===== src/hdl/gci_pkg.sv =====
// Operation
// - group 1 always signals on irq
// - fast_irq_select routes group 0 irq/fiq
// - each interrupt below 32 has its own group bit
// - control bit 0 enables group 0
// - separate bit enables group 1
// - common_binary_point picks group 1 binary point
// - ack_control lets primary ack take group 1
// - bypass disable bits gate bypass forwarding
// - end mode bit, secure and nonsecure copies
// - ids 1020 and 1021 are reserved
// - 1022 on primary ack of group 1
// - 1023 when nothing can be signalled
// - 1022 and 1023 acknowledge nothing
// - group 0 primary, group 1 alias ack
// - alias ack of group 0 gives 1023
// - primary ack of group 1 gives 1022
// - ack_control set acks either group
// - security mismatch returns 1022 or 1023
// - nonsecure ack via nonsecure primary only
// - alias registers answer secure accesses only
// - group 1 alias binary point, ack, end, pending
// - reset: all group 0, fast irq off
// - signal only above mask; zero masks all
`default_nettype none
package gci_pkg;
    // register byte offsets
    localparam logic [7:0] OFS_CTRL = 8'h00;
    localparam logic [7:0] OFS_PMASK = 8'h04;
    localparam logic [7:0] OFS_BP0 = 8'h08;
    localparam logic [7:0] OFS_ACK = 8'h0C;
    localparam logic [7:0] OFS_EOI = 8'h10;
    localparam logic [7:0] OFS_TOP = 8'h14;
    localparam logic [7:0] OFS_BP1 = 8'h18;
    localparam logic [7:0] OFS_AACK = 8'h1C;
    localparam logic [7:0] OFS_AEOI = 8'h20;
    localparam logic [7:0] OFS_ATOP = 8'h24;
    localparam logic [7:0] OFS_GROUP = 8'h28;
    localparam logic [7:0] OFS_STAT = 8'h2C;
    // control register field positions
    localparam int CB_G0EN = 0;
    localparam int CB_G1EN = 1;
    localparam int CB_ACK_CONTROL = 2;
    localparam int CB_FIQSEL = 3;
    localparam int CB_COMMON_BINARY_POINT = 4;
    localparam int CB_IRQBYPDIS = 5;
    localparam int CB_FIQBYPDIS = 6;
    localparam int CB_EOIS = 9;
    localparam int CB_EOINS = 10;
    // nonsecure writable control bits
    localparam logic [10:0] CTRL_NS_MASK = 11'h402;
    // reset values
    localparam logic [10:0] CTRL_RST = 11'h000;
    localparam logic [7:0] PMASK_RST = 8'h00;
    localparam logic [2:0] BP0_RST = 3'h2;
    localparam logic [2:0] BP1_RST = 3'h3;
    localparam logic [31:0] GROUP_RST = 32'h0000_0000;
    localparam logic [7:0] PRIO_IDLE = 8'hFF;
    // special interrupt ids
    localparam logic [9:0] ID_RSV_LO = 10'h3FC;
    localparam logic [9:0] ID_G1_SPUR = 10'h3FE;
    localparam logic [9:0] ID_NONE = 10'h3FF;
    // whole state of the interface
    typedef struct packed {
        logic [10:0] ctrl;
        logic [7:0] pmask;
        logic [2:0] bp0;
        logic [2:0] bp1;
        logic [31:0] grp;
        logic run_valid;
        logic [7:0] run_prio;
        logic [9:0] run_id;
        logic run_g1;
        logic wb_ack;
        logic [31:0] wb_dat;
        logic irq;
        logic fast_irq_request;
        logic ack_pulse;
        logic [9:0] ack_id;
        logic drop_pulse;
        logic deact_pulse;
        logic [9:0] eoi_id;
        logic byp_irq_m;
        logic byp_irq_s;
        logic byp_fiq_m;
        logic byp_fiq_s;
    } gci_state_t;
    localparam gci_state_t STATE_RST = '{
        ctrl: CTRL_RST, pmask: PMASK_RST, bp0: BP0_RST, bp1: BP1_RST,
        grp: GROUP_RST, run_prio: PRIO_IDLE, default: '0};
endpackage
`default_nettype wire


===== src/hdl/gci_cpu_if.sv =====
// Decided for this implementation: the address map and register access over Wishbone.
`default_nettype none
module gci_cpu_if import gci_pkg::*; #(
    // security option present
    parameter bit SEC_EN = 1'b1
) (
    // clock, reset, enable
    input wire logic mclk,
    input wire logic rst_b,
    input wire logic ce,
    // wishbone slave
    input wire logic wb_cyc,
    input wire logic wb_stb,
    input wire logic wb_we,
    input wire logic [7:0] wb_adr,
    input wire logic [3:0] wb_sel,
    input wire logic [31:0] wb_dat_w,
    input wire logic bus_secure,
    output logic [31:0] wb_dat_r,
    output logic wb_ack,
    // highest pending interrupt from distributor
    input wire logic top_valid,
    input wire logic [9:0] top_id,
    input wire logic [7:0] top_prio,
    // acknowledge and end notices to distributor
    output logic ack_pulse,
    output logic [9:0] ack_id,
    output logic drop_pulse,
    output logic deact_pulse,
    output logic [9:0] eoi_id,
    // bypass pins
    input wire logic byp_irq,
    input wire logic byp_fiq,
    // processor requests
    output logic irq_out,
    output logic fiq_out,
    // group assignment to distributor
    output logic [31:0] group_assign_regs
);

    // registered state and its next value
    gci_state_t s_q;
    gci_state_t s_d;

    // how the interface decides, in short:
    // the distributor hands over one top pending interrupt per cycle,
    // this block judges whether it may be signalled (mask, group enable,
    // preemption against the running priority) and routes it to irq or fiq;
    // register reads of the ack ports take it only when the port matches
    // its group or ack_control lets the primary port take group 1,
    // otherwise a spurious id comes back and nothing moves;
    // end writes drop the running priority and, unless split, deactivate;
    // only one running level is kept, so nesting is not tracked here
    // spurious ids 1022 and 1023 are decided from the same inputs as a
    // real ack, so software may retry at once and get the right answer
    // through the other port

    // binary point n keeps priority bits [7:n+1] as the group part;
    // point 7 keeps none, so nothing can ever preempt under it;
    // the shift amount wraps at 7, hence the explicit override
    // group priority mask for a binary point
    function automatic logic [7:0] gp_mask(input logic [2:0] bp);
        logic [7:0] m;
        m = 8'hFF << (bp + 3'h1);
        if (bp == 3'h7) begin
            m = 8'h00;
        end
        return m;
    endfunction

    // one decoder serves both ack and top pending reads, so the value
    // a top pending read shows is exactly what an ack would return;
    // g1_port is high for the alias ports and for nonsecure primary reads;
    // order of tests matters: a mask or enable miss wins over a port miss,
    // so a masked group 1 interrupt gives 1023 on the primary port too
    // and software never sees 1022 for something it cannot take
    // ack decision: {takes, returned id}
    function automatic logic [10:0] ack_decode(
        input logic g1_port,
        input logic top_g1,
        input logic ack_control,
        input logic sig,
        input logic [9:0] id
    );
        // mask, enable and preemption all folded into sig
        // nothing of sufficient priority
        if (!sig) begin
            return {1'b0, ID_NONE};
        end
        // group 1 port, group 0 on top
        if (g1_port) begin
            return top_g1 ? {1'b1, id} : {1'b0, ID_NONE};
        end
        // group 0 port
        if (!top_g1 || ack_control) begin
            return {1'b1, id};
        end
        return {1'b0, ID_G1_SPUR};
    endfunction

    // byte lanes not enabled keep their old value
    // merge write data by byte enables
    function automatic logic [31:0] merge(
        input logic [31:0] old,
        input logic [31:0] nw,
        input logic [3:0] sel
    );
        logic [31:0] r;
        // start from the stored word
        r = old;
        for (int i = 0; i < 4; i++) begin
            if (sel[i]) begin
                r[8*i +: 8] = nw[8*i +: 8];
            end
        end
        return r;
    endfunction

    // helper nets of the decision logic, all driven by the two
    // combinational processes below
    // decoded view of the top pending interrupt
    logic top_g1;
    logic top_ok;
    logic [2:0] top_bp;
    logic preempt;
    logic grp_en;
    logic sig;
    logic sig_irq;
    logic sig_fiq;
    logic fwd_irq;
    logic fwd_fiq;
    // bus decode
    logic req;
    logic sec;
    logic g1_port;
    logic [10:0] dec;
    logic [31:0] ctrl_w;
    logic [31:0] pmask_w;
    logic [31:0] rd;
    logic [9:0] wr_id;
    logic [7:0] run_mask;

    // everything here is combinational on the registered state and on the
    // distributor inputs; the request pins are registered one cycle later,
    // so a mask or enable write shows on irq_out or fiq_out one edge after
    // the edge that takes the bus cycle
    // the binary point of the running interrupt follows its own group, so a
    // later change of common_binary_point also moves the running group level
    // priority test and request routing
    always_comb begin
        top_g1 = (top_id < 10'h020) ? s_q.grp[top_id[4:0]] : 1'b0;
        top_ok = top_valid && (top_id < ID_RSV_LO);
        if (top_g1 && !s_q.ctrl[CB_COMMON_BINARY_POINT]) begin
            top_bp = s_q.bp1;
        end else begin
            top_bp = s_q.bp0;
        end
        // with no running interrupt anything unmasked may be signalled
        // preemption against running priority
        run_mask = gp_mask(s_q.run_g1 && !s_q.ctrl[CB_COMMON_BINARY_POINT] ? s_q.bp1 : s_q.bp0);
        if (!s_q.run_valid) begin
            preempt = 1'b1;
        end else begin
            preempt = (top_prio & gp_mask(top_bp)) < (s_q.run_prio & run_mask);
        end
        grp_en = top_g1 ? s_q.ctrl[CB_G1EN] : s_q.ctrl[CB_G0EN];
        sig = top_ok && (top_prio < s_q.pmask) && preempt && grp_en;
        // group 1 never reaches fiq; group 0 goes there only when selected
        // output choice
        sig_fiq = sig && !top_g1 && s_q.ctrl[CB_FIQSEL];
        sig_irq = sig && !sig_fiq;
        // bypass is a fallback path: as soon as either group is enabled the
        // interface owns the request pins and the bypass pins are ignored
        // bypass only when both groups are off
        fwd_irq = !s_q.ctrl[CB_IRQBYPDIS] && !s_q.ctrl[CB_G0EN]
            && !s_q.ctrl[CB_G1EN] && s_q.byp_irq_s;
        fwd_fiq = !s_q.ctrl[CB_FIQBYPDIS] && !s_q.ctrl[CB_G0EN]
            && !s_q.ctrl[CB_G1EN] && s_q.byp_fiq_s;
    end

    // bus timing: a request is taken on the edge where cyc and stb are high
    // and ack is low; ack and read data stand for the following cycle only,
    // and the side effects (ack and drop notices, register writes) land on
    // that same edge; holding stb after ack does not start a second access,
    // since the registered ack blocks the very next edge
    // hazard: the top pending inputs are read at the taking edge, so the
    // distributor must not change them in that cycle if the read value and
    // the ack notice are to name the same interrupt
    // register file and acknowledge logic
    always_comb begin
        s_d = s_q;
        // pulses last one cycle
        s_d.ack_pulse = 1'b0;
        s_d.drop_pulse = 1'b0;
        s_d.deact_pulse = 1'b0;
        s_d.wb_ack = 1'b0;
        s_d.wb_dat = 32'h0000_0000;
        // the bypass pins are asynchronous, two flops before any use
        // bypass synchronisers
        s_d.byp_irq_m = byp_irq;
        s_d.byp_irq_s = s_q.byp_irq_m;
        s_d.byp_fiq_m = byp_fiq;
        s_d.byp_fiq_s = s_q.byp_fiq_m;
        // bypass takes over only with both groups off, see above
        // processor request pins
        s_d.irq = sig_irq || fwd_irq;
        s_d.fast_irq_request = sig_fiq || fwd_fiq;
        // decode helpers get a value on every path before the case
        // one access per bus cycle
        req = wb_cyc && wb_stb && !s_q.wb_ack;
        sec = !SEC_EN || bus_secure;
        g1_port = 1'b0;
        dec = 11'h000;
        rd = 32'h0000_0000;
        wr_id = wb_dat_w[9:0];
        ctrl_w = merge({21'h000000, s_q.ctrl}, wb_dat_w, wb_sel);
        pmask_w = merge({24'h000000, s_q.pmask}, wb_dat_w, wb_sel);
        if (req) begin
            s_d.wb_ack = 1'b1;
            unique case (wb_adr)
                // interface control
                OFS_CTRL: begin
                    // nonsecure side sees and writes only its own bits
                    rd = {21'h000000, s_q.ctrl};
                    if (!sec) begin
                        rd = {21'h000000, s_q.ctrl & CTRL_NS_MASK};
                    end
                    if (wb_we && sec) begin
                        s_d.ctrl = ctrl_w[10:0];
                        if (!SEC_EN) begin
                            s_d.ctrl[CB_EOINS] = ctrl_w[CB_EOIS];
                        end
                    end else if (wb_we) begin
                        s_d.ctrl = (s_q.ctrl & ~CTRL_NS_MASK) | (ctrl_w[10:0] & CTRL_NS_MASK);
                    end
                end
                // priority mask
                OFS_PMASK: begin
                    // zero after reset keeps every interrupt masked
                    rd = {24'h000000, s_q.pmask};
                    if (wb_we) begin
                        s_d.pmask = pmask_w[7:0];
                    end
                end
                // primary binary point
                OFS_BP0: begin
                    // secure view is group 0's point, nonsecure view group 1's
                    if (sec) begin
                        rd = {29'h00000000, s_q.bp0};
                        if (wb_we && wb_sel[0]) begin
                            s_d.bp0 = wb_dat_w[2:0];
                        end
                    end else begin
                        // nonsecure copy is the group 1 point
                        rd = {29'h00000000, s_q.bp1};
                        if (wb_we && wb_sel[0]) begin
                            s_d.bp1 = wb_dat_w[2:0];
                        end
                    end
                end
                OFS_BP1: begin
                    if (sec) begin
                        rd = {29'h00000000, s_q.bp1};
                        if (wb_we && wb_sel[0]) begin
                            s_d.bp1 = wb_dat_w[2:0];
                        end
                    end
                end
                // acknowledge and top pending reads
                OFS_ACK, OFS_AACK, OFS_TOP, OFS_ATOP: begin
                    // top pending reads share the decode but never take
                    // nonsecure primary acts as group 1 port
                    g1_port = (wb_adr == OFS_AACK) || (wb_adr == OFS_ATOP) || !sec;
                    dec = ack_decode(g1_port, top_g1, s_q.ctrl[CB_ACK_CONTROL], sig, top_id);
                    rd = {22'h000000, dec[9:0]};
                    if (!sec && ((wb_adr == OFS_AACK) || (wb_adr == OFS_ATOP))) begin
                        rd = 32'h0000_0000;
                        dec[10] = 1'b0;
                    end
                    if (!wb_we && dec[10] && ((wb_adr == OFS_ACK) || (wb_adr == OFS_AACK))) begin
                        s_d.ack_pulse = 1'b1;
                        s_d.ack_id = top_id;
                        s_d.run_valid = 1'b1;
                        s_d.run_prio = top_prio;
                        s_d.run_id = top_id;
                        s_d.run_g1 = top_g1;
                    end
                end
                // end of interrupt writes
                OFS_EOI, OFS_AEOI: begin
                    // an end that names the wrong id or comes through the
                    // wrong port is dropped silently, the running level stays
                    g1_port = (wb_adr == OFS_AEOI) || !sec;
                    // group must match the port used, or ack_control lets the primary port end group 1
                    if (wb_we && s_q.run_valid && (wr_id == s_q.run_id)
                        && (g1_port == s_q.run_g1 || (s_q.ctrl[CB_ACK_CONTROL] && !g1_port))
                        && !(!sec && wb_adr == OFS_AEOI)) begin
                        s_d.drop_pulse = 1'b1;
                        s_d.eoi_id = wr_id;
                        s_d.run_valid = 1'b0;
                        s_d.run_prio = PRIO_IDLE;
                        if (s_q.run_g1) begin
                            s_d.deact_pulse = !s_q.ctrl[CB_EOINS];
                        end else begin
                            s_d.deact_pulse = !s_q.ctrl[CB_EOIS];
                        end
                    end
                end
                OFS_GROUP: begin
                    // ids above 31 are always group 0
                    if (sec) begin
                        rd = s_q.grp;
                        if (wb_we) begin
                            s_d.grp = merge(s_q.grp, wb_dat_w, wb_sel);
                        end
                    end
                end
                // running state
                OFS_STAT: begin
                    // read only view for debug, no side effects
                    rd = {s_q.irq, s_q.fast_irq_request, 1'b0, s_q.run_valid, s_q.run_g1, 1'b0,
                          s_q.run_id, 8'h00, s_q.run_prio};
                end
                // unmapped reads zero
                default: begin
                    // writes to unmapped offsets are ignored
                    rd = 32'h0000_0000;
                end
            endcase
            s_d.wb_dat = rd;
        end
    end

    // with ce low every field holds, pulses included, so a notice that was
    // high when ce fell is seen again once ce returns; the reset branch
    // loads constants only
    // asynchronous reset loads the reset values at once, clearing the bus and the
    // request pins, so the core sees no request during reset
    // state register, reset to group 0 and irq
    always_ff @(posedge mclk or negedge rst_b) begin
        if (!rst_b) begin
            s_q <= STATE_RST;
        end else if (ce) begin
            s_q <= s_d;
        end
    end

    // every port below is a plain copy of a state field, no logic after the
    // flops, so the far side sees clean registered levels
    // outputs straight from flops
    assign wb_ack = s_q.wb_ack;
    assign wb_dat_r = s_q.wb_dat;
    assign ack_pulse = s_q.ack_pulse;
    assign ack_id = s_q.ack_id;
    assign drop_pulse = s_q.drop_pulse;
    assign deact_pulse = s_q.deact_pulse;
    assign eoi_id = s_q.eoi_id;
    assign irq_out = s_q.irq;
    assign fiq_out = s_q.fast_irq_request;
    assign group_assign_regs = s_q.grp;

endmodule
`default_nettype wire


===== config.mk =====
export PLATFORM = sky130hd
export DESIGN_NAME = gci_cpu_if
export DESIGN_NICKNAME = d
export VERILOG_FILES = /design/src/hdl/gci_pkg.sv /design/src/hdl/gci_cpu_if.sv
export SDC_FILE = /design/constraint.sdc
export NUM_CORES = 1
export LEC_CHECK = 0
export ABC_CLOCK_PERIOD_IN_PS = 8700
export BUFFER_PORTS_ARGS = -buffer_cell sky130_fd_sc_hd__clkbuf_2
export CORE_AREA = 4 4 153 155
export CTS_CLUSTER_DIAMETER = 60
export DETAILED_ROUTE_END_ITERATION = 8
export DIE_AREA = 0 0 157 159
export GPL_TIMING_DRIVEN = 0
export PLACE_DENSITY_LB_ADDON = 0.1
export SETUP_SLACK_MARGIN = 0.5
export SYNTH_ARGS = -nofsm -noshare
export SYNTH_HDL_FRONTEND = slang
export SYNTH_SLANG_ARGS = --single-unit

===== constraint.sdc =====
create_clock -name mclk -period 8.7 [get_ports mclk]
set_clock_uncertainty 0.05 [all_clocks]
set_input_delay 0.87 -clock mclk [delete_from_list [all_inputs] [get_ports mclk]]
set_output_delay 0.87 -clock mclk [all_outputs]
set_load 0.1 [all_outputs]

==> qor.yml, run 1 <==
cells_and_area:
  nNetsFinal: 967
  final_common_cell: "clkbuf_2"
  drive_gt1_share_pct: 43.9
  final_cell_area_mm2: 0.00946
  area_delta_synth_final_pct: 24.4
  utilization_pct: 43.3
  final_cell_mix: "clkbuf_2 (156), dfrtp_1 (118), buf_4 (86), mux2_2 (70), nand2_1 (40)"
  n_antenna_cell: 0
synth:
  ys_ff_latch: 129
  yosys.cell_types.count: 66
  synthArstFlopShare_pct: 100
  post-synth-top-area-cell: "dfrtp_1"
  synth_area_per_cell_um2: 11.0
  netlist.area_leader.share_pct: 38.8
  synth.area.top_cells: "dfrtp_1 (39%), mux2_2 (10%), buf_4 (8.5%)"
  syn-num-nets: 790
  synth_flop_cell: "dfrtp_1"
  ys_seq_area_share_pct: 42.6
  syn-cell-area_mm2: 0.00760
  synth-edff-count: 0
  syn_inst: 694
  ys_warn_count: 0
global_routing:
  antenna_found_initial: 0
  grt_max_degree: 73
  overflow: 0
  first_global_vias: 6527
  grt_use_total_pct: 20.8
  grt_pass1_wl_um: 39700
floorplan:
  ioPinCount: 162
  start_util_pct: 34.8
  die_x_um: 157
  die_area_mm2: 0.0250
  die_h_um: 159
  coreArea_mm2: 0.0218
  num_rows: 54
place:
  gp_congestion: 0.917
  preCtsSetupSlack_ns: 2.41
  hpwl_um: 20300
  placed_area_mm2: 0.00878
  port_buffers: 157
setup_path:
  critPathMaxFanout: 10
  critPathLaunchType: "input port"
  cp-end-kind: "flip-flop"
  required_ns: 8.90
  crit_arrival_ns: 6.17
  worstSetupPathType: "input port to flip-flop"
clock_tree:
  cts_hold_buf: 0
  root_buffer: "clkbuf_16"
  htreeDepth: 4
  cts.repair.resized: 0
  post-cts-setup-buffers: 0
  cts.sinks: 129
  cts_tree: "built"
  clock_latency_ns: 0.42
  cts_buffers: 17
  clk_pin_slew_worst_paths_ns: 0.06
  clockBufferDepth: 2
route:
  drc: 0
  drtPass1Iterations: 5
  wl_per_cell_um: 22.4
  wl_um: 26000
  ant_nets: 0
  drt_iter0_markers: 438
  viasPerCell: 5.31
  vias: 6180
timing:
  rsz0062_at_grt: "no"
  fin_setup_tns_ns: 0
  layout_setup_ws_ns: 2.74
  slew_headroom_pct: 18.2
  slew_viol_final: 0
  period_share_pct: 68.5
  max_freq_mhz: 168
  finalSetupViolCount: 0
  worst_pin_slew_ns: 1.22
  hold_violations: 0
  fin_crit_ns: 5.96
pwr:
  vdd_ir_drop_max_v: 0.000115
  power.density_mw_per_mm2: 165
  p_leak_uw: 0.00480
  finalPower_uw: 1560
outcome:
  status: "complete, no violations"
worst_hold_path:
  hold_class: "input port to async pin"
job:
  cap_violations: 0
-- worst paths after layout --
check	from	endpoint	slack, ns	depth (start not counted)
worst min-delay path	rst_b	group_assign_regs[18]	0.36	1
worst max register to register	group_assign_regs[7]	wb_dat_r[1]	3.24	15
min in group mclk	drop_pulse	drop_pulse	0.43	1
worst max-delay path	top_id[2]	wb_dat_r[1]	2.74	17
max in group asynchronous	rst_b	wb_dat_r[2]	7.49	2
worst min register to register	drop_pulse	drop_pulse	0.43	1
-- metal layers --
layer | wire length (um) | global-route usage [%] | part of all wire, % | up-vias
met1 | 11800 | 28.9 | 45 | 3088
met5 | 0 | 0 | 0 | -
met3 | 1440 | 3.45 | 5.5 | 28
met2 | 12300 | 33.2 | 47 | 228
li1 | - | - | - | 2836
met4 | 496 | 6.11 | 1.9 | 0
-- through the flow --
step / cells / hold WS (ns)
after global routing: 1164 / 0.399
final: 1164 / 0.363
after detailed placement: 1132 / 0.418
after global placement: 1131 / 0.417
after floorplan: 694 / 0.406
after CTS: 1164 / 0.374
-- cell type report --
| type | instances | area (um^2) |
|---|---|---|
| timing repair buffer | 158 | 822 |
| fill | 2132 | 12400 |
| buffer | 112 | 759 |
| clock inverter | 14 | 251 |
| multi-input combinational | 429 | 3510 |
| sequential | 129 | 3240 |
| clock buffer | 18 | 429 |
| tap | 280 | 350 |
| inverter | 24 | 90.1 |
-- cell families after synthesis --
kind of cell | Yosys count | synth area share, %
AO/OA/AOI/OAI | 121 | 12.1
XOR/XNOR | 10 | 1.15
adder cells (fa/ha/maj) | 25 | 4.08
buffers and inverters | 136 | 11.2
flip-flops | 129 | 42.6
multiplexers | 105 | 16.8
AND/OR/NAND/NOR | 168 | 12.1
-- state kept, by name (all words and copies together), names as in the netlist, 2 cells and up --
| register | flops |
|---|---|
| eoi_id | 10 |
| ack_id | 10 |
| s_d | 2 |
| wb_dat_r | 32 |
| s_q | 37 |
| group_assign_regs | 32 |
-- worst max-delay path, stage by stage --
cell and delay (ns):
clkbuf_2 0.15, buf_2 0.35, mux4_2 0.28, mux2i_1 0.12, a221o_1 0.38, nor3_1 0.53
mux2_2 0.44, ha_1 0.24, ha_1 0.36, nor4b_1 0.39, ha_1 0.30, and3_1 0.18
a221oi_1 0.43, o221ai_1 0.28, clkbuf_1 0.34, nor4bb_1 0.38, a21oi_1 0.12
-- cells in the mapped netlist (all sizes together), types with 4 or more instances --
library cell / instances
a211oi: 6
a21oi: 9
a22o: 9
a22oi: 27
a32oi: 4
and2: 9
and3: 9
buf: 95
clkbuf: 17
dfrtp: 118
dfstp: 11
ha: 24
inv: 24
mux2: 82
mux2i: 16
mux4: 7
nand2: 40
nand2b: 5
nand3: 10
nand3b: 4
nand4: 20
nor2: 31
nor2b: 6
nor3: 7
nor3b: 6
nor4: 7
nor4b: 5
o2111ai: 5
o21ai: 15
o2bb2ai: 17
xor2: 7
-- report_power, final --
part           total, uW  leakage, uW  internal [uW]  switching (uW)
logic                114      0.00277           34.6            79.2
clock network        835     0.000328            544             292
registers            610      0.00170            605            4.76
Power figures use the tool's default switching activity.
==> inputs of run 2 (changes only) <==
--- a/config.mk
+++ b/config.mk
@@ -5,7 +5,7 @@
 export SDC_FILE = /design/constraint.sdc
 export NUM_CORES = 1
 export LEC_CHECK = 0
-export ABC_CLOCK_PERIOD_IN_PS = 8700
+export ABC_CLOCK_PERIOD_IN_PS = 6090
 export BUFFER_PORTS_ARGS = -buffer_cell sky130_fd_sc_hd__clkbuf_2
 export CORE_AREA = 4 4 153 155
 export CTS_CLUSTER_DIAMETER = 60
==> constraint.sdc (replaced) <==
create_clock -name mclk -period 6.09 [get_ports mclk]
set_clock_uncertainty 0.05 [all_clocks]
set_input_delay 0.609 -clock mclk [delete_from_list [all_inputs] [get_ports mclk]]
set_output_delay 0.609 -clock mclk [all_outputs]
set_load 0.1 [all_outputs]
==> qor.yml, run 2 (synthesis results as in run 1) <==
outcome:
  status: "complete, no violations"
pwr:
  finalPower_uw: 2230
  power.density_mw_per_mm2: 235
  vdd_ir_drop_max_v: 0.000165
  p_leak_uw: 0.00480
timing:
  slew_viol_final: 0
  rsz0062_at_grt: "no"
  fin_setup_tns_ns: 0
  slew_headroom_pct: 16.3
  max_freq_mhz: 187
  worst_pin_slew_ns: 1.24
  hold_violations: 0
  fin_crit_ns: 5.35
  period_share_pct: 87.8
  layout_setup_ws_ns: 0.740
  finalSetupViolCount: 0
cells_and_area:
  drive_gt1_share_pct: 44.1
  nNetsFinal: 967
  stdcell_count: 1164
  n_antenna_cell: 0
  final_cell_mix: "clkbuf_2 (157), dfrtp_1 (118), buf_4 (86), mux2_2 (70), nand2_1 (40)"
  top_register: "s_q"
  largest_reg_flops: 37
  final_cell_area_mm2: 0.00947
  area_delta_synth_final_pct: 24.5
  final_common_cell: "clkbuf_2"
clock_tree:
  clockBufferDepth: 2
  cts_hold_buf: 0
  clock_latency_ns: 0.42
  cts.repair.resized: 1
  clk_pin_slew_worst_paths_ns: 0.06
  post-cts-setup-buffers: 0
  cts.sinks: 129
  htreeDepth: 4
  root_buffer: "clkbuf_16"
  cts_tree: "built"
  cts_buffers: 17
route:
  ant_nets: 0
  viasPerCell: 5.33
  drt_iter0_markers: 449
  wl_per_cell_um: 22.4
  drtPass1Iterations: 5
  wl_um: 26000
  vias: 6202
  drc: 0
setup_path:
  critical_path.cell_chain: "clkbuf_2 > clkbuf_4 > mux4_2 > mux2i_1 > a221o_1 > nor3_2 > mux2_2 > ha_1 > ha_1 > nor4b_1 > ha_1 > and3_1 > a221oi_1 > o221ai_1 > a211o_1 > buf_2 > mux2i_1"
  max_stage_delay_ns: 0.43
  critPathLaunchType: "input port"
  regToRegSetupSlack_ns: 0.88
  cpMostUsedCell: "ha_1"
  reg2reg_from: "group_assign_regs[7]"
  critPathBufInv: 3
  critPathMaxFanout: 10
  slowest_stage: "a221oi_1"
  reg2reg_to: "s_q[74]"
  cp-end-kind: "flip-flop"
  worstSetupPathType: "input port to flip-flop"
  crit_arrival_ns: 5.64
  r2r_cells: 15
  required_ns: 6.38
  cp_top_family: "compound AO/OA/AOI/OAI gates"
floorplan:
  start_util_pct: 34.8
  die_x_um: 157
  ioPinCount: 162
  coreArea_mm2: 0.0218
  num_rows: 54
  die_h_um: 159
  die_area_mm2: 0.0250
global_routing:
  antenna_found_initial: 0
  first_global_vias: 6527
  grt_pass1_wl_um: 39700
  grt_use_total_pct: 20.8
  overflow: 0
  grt_max_degree: 73
worst_hold_path:
  hold_class: "input port to async pin"
place:
  placed_area_mm2: 0.00878
  port_buffers: 157
  hpwl_um: 20300
  preCtsSetupSlack_ns: 0.0576
  gp_congestion: 0.917
  dpl.cell_count: 1132
job:
  cap_violations: 0
-- run 2: changes by cell type in the layout (fill, tap and decap cells not counted) --
| cell | change |
|---|---|
| clkbuf_2 | +1 |
| nor3_1 | -1 |
| clkbuf_4 | +1 |
| nor3_2 | +1 |
| buf_2 | -1 |
| clkbuf_1 | -1 |
-- run 2: power by group --
part	switching (uW)	internal (uW)	total, uW
Sequential	6.94	865	872
Clock	418	777	1190
Combinational	113	49.7	163
-- run 2: worst max-delay path by stage --
stage          cells after the start  slack, ns      start          end
3_5_place_dp                      17       0.06  top_id[2]    ack_id[1]
2_1_floorplan                     16       1.32  top_id[0]    ack_id[0]
3_3_place_gp                      17       0.17  top_id[2]    ack_id[3]
6_report                          17       0.74  top_id[2]      s_q[74]
5_1_grt                           16       0.57  top_id[2]  wb_dat_r[1]
4_1_cts                           17       0.67  top_id[2]    ack_id[4]
-- run 2: worst register-to-register path, stage by stage (launching register included) --
cell and delay (ns):
dfrtp_1 0.49, mux4_2 0.28, mux2i_1 0.09, a221o_1 0.39
nor3_2 0.33, mux2_2 0.42, ha_1 0.24, ha_1 0.36
nor4b_1 0.39, ha_1 0.30, and3_1 0.18, a221oi_1 0.43
o221ai_1 0.28, a211o_1 0.35, buf_2 0.28, mux2i_1 0.24
-- run 2: final cells by class --
class                      instances  area [um^2]
clock inverter                    14          251
buffer                           112          763
clock buffer                      18          429
sequential                       129         3240
inverter                          24         90.1
fill                            2130        12400
timing repair buffer             158          822
multi-input combinational        429         3520
tap                              280          350
-- run 2: metal layers --
| layer | global-route usage (%) | wire [um] |
|---|---|---|
| met5 | 0 | 0 |
| met4 | 6.11 | 528 |
| met3 | 3.45 | 1600 |
| met2 | 33.2 | 12200 |
| met1 | 28.9 | 11700 |
-- run 2: through the flow --
stage                     hold WS [ns]  util [%]
after global placement           0.417      40.0
after detailed placement         0.418      40.2
after floorplan                  0.263         -
after global routing             0.138      43.4
final                            0.101      43.4
after CTS                        0.113      43.4
==> inputs of run 3 (changes only) <==
--- a/config.mk
+++ b/config.mk
@@ -7,6 +7,8 @@
 export LEC_CHECK = 0
 export ABC_CLOCK_PERIOD_IN_PS = 6090
 export BUFFER_PORTS_ARGS = -buffer_cell sky130_fd_sc_hd__clkbuf_2
+export CELL_PAD_IN_SITES_DETAIL_PLACEMENT = 0
+export CELL_PAD_IN_SITES_GLOBAL_PLACEMENT = 1
 export CORE_AREA = 4 4 153 155
 export CTS_CLUSTER_DIAMETER = 60
 export DETAILED_ROUTE_END_ITERATION = 8
==> qor.yml, run 3 (synthesis results as in run 1) <==
setup_path:
  regToRegSetupSlack_ns: 0.98
  worstSetupPathType: "input port to flip-flop"
  required_ns: 6.34
  cp-end-kind: "flip-flop"
  crit_arrival_ns: 5.47
  critPathMaxFanout: 10
  critPathLaunchType: "input port"
timing:
  fin_setup_tns_ns: 0
  fin_crit_ns: 5.22
  worst_pin_slew_ns: 1.25
  slew_viol_final: 0
  hold_violations: 0
  finalSetupViolCount: 0
  slew_headroom_pct: 15.9
  max_freq_mhz: 192
  rsz0062_at_grt: "no"
  period_share_pct: 85.7
route:
  wl_per_cell_um: 22.3
  drt_iter0_markers: 388
  viasPerCell: 5.34
  ant_nets: 0
  wl_um: 25900
  drtPass1Iterations: 6
  drc: 0
  vias: 6212
pwr:
  vdd_ir_drop_max_v: 0.000168
  p_sw_uw: 538
  p_leak_uw: 0.00478
  swShare_pct: 25.1
  cell_internal_pwr_uw: 1610
  power.share.clock_pct: 51.8
  comb_power_share_pct: 7.5
  seq_power_share_pct: 40.6
  power.density_mw_per_mm2: 228
floorplan:
  die_x_um: 157
  die_area_mm2: 0.0250
  die_h_um: 159
  coreArea_mm2: 0.0218
  ioPinCount: 162
  num_rows: 54
  start_util_pct: 34.8
clock_tree:
  clock_latency_ns: 0.42
  post-cts-setup-buffers: 0
  cts_buffers: 17
  cts.sinks: 129
  htreeDepth: 4
  clk_pin_slew_worst_paths_ns: 0.07
  root_buffer: "clkbuf_16"
  cts_tree: "built"
  clockBufferDepth: 2
cells_and_area:
  final_cell_area_mm2: 0.00941
  final_cell_mix: "clkbuf_2 (156), dfrtp_1 (118), buf_4 (86), mux2_2 (70), nand2_1 (40)"
  largest_reg_flops: 37
  area_delta_synth_final_pct: 23.8
  top_register: "s_q"
  n_antenna_cell: 0
  final_common_cell: "clkbuf_2"
  utilization_pct: 43.1
  stdcell_count: 1164
  nNetsFinal: 967
  drive_gt1_share_pct: 44.0
global_routing:
  antenna_found_initial: 0
  grt_max_degree: 78
  grt_use_total_pct: 20.8
  first_global_vias: 6399
  overflow: 0
  grt_pass1_wl_um: 39600
place:
  hpwl_um: 20200
  dpl.cell_count: 1132
  port_buffers: 157
  gp_congestion: 0.883
  placed_area_mm2: 0.00878
worst_hold_path:
  hold_class: "input port to async pin"
outcome:
  status: "complete, no violations"
job:
  cap_violations: 0
[run 3: final cells by class]
class                      count  area, um^2
inverter                      24        90.1
tap                          280         350
buffer                       112         759
clock buffer                  18         429
timing repair buffer         158         822
clock inverter                14         203
multi-input combinational    429        3520
fill                        2199       12400
sequential                   129        3240
[run 3: path summary, 6_finish.rpt]
kind	start	cells after the start	endpoint
worst max-delay path	top_id[2]	17	ack_id[2]
worst min-delay path	rst_b	1	group_assign_regs[16]
worst max register to register	group_assign_regs[3]	15	ack_id[2]
worst min register to register	wb_dat_r[16]	1	wb_dat_r[16]
max in group asynchronous	rst_b	2	s_q[131]
min in group mclk	wb_dat_w[17]	2	group_assign_regs[17]
[run 3: layer usage]
metal	up-vias	wire, um	GRT usage (%)
met3	27	1540	3.21
met2	237	12600	34.0
met5	-	0	0
met4	0	344	5.21
met1	3098	11400	28.8
li1	2850	-	-
[run 3: power by group through the flow]
stage | combinational [uW] | clock, uW | sequential, uW
6_report | 162 | 1110 | 871
5_1_grt | 176 | 1180 | 871
4_1_cts | 164 | 1130 | 871
3_5_place_dp | 163 | 0 | 887
3_3_place_gp | 158 | 0 | 887
2_1_floorplan | 60.4 | 0 | 903
[run 3: critical path, stage by stage]
cell and delay, ns:
clkbuf_2 0.13, buf_2 0.31, mux4_2 0.26, mux2i_1 0.11, a221o_1 0.42, nor3_2 0.31
mux2_2 0.41, ha_1 0.24, ha_1 0.35, nor4b_1 0.30, ha_1 0.30, a21o_1 0.19
a221oi_1 0.39, o221ai_1 0.28, a211o_1 0.35, buf_6 0.18, mux2_4 0.30
[run 3: timing repair]
action / 4_1_cts / 5_1_grt
endpoints found under the setup margin: 0 / 28
resized for setup: 0 / 1
hold buffers: 0 / 0
[run 3: metrics by stage]
step           worst slack [ns]  power (uW)  hold WS, ns
2_1_floorplan              1.32         963        0.263
3_3_place_gp              0.231        1040        0.418
3_5_place_dp              0.206        1050        0.424
4_1_cts                   0.616        2170        0.102
5_1_grt                   0.578        2220        0.118
6_report                  0.869        2140       0.0931
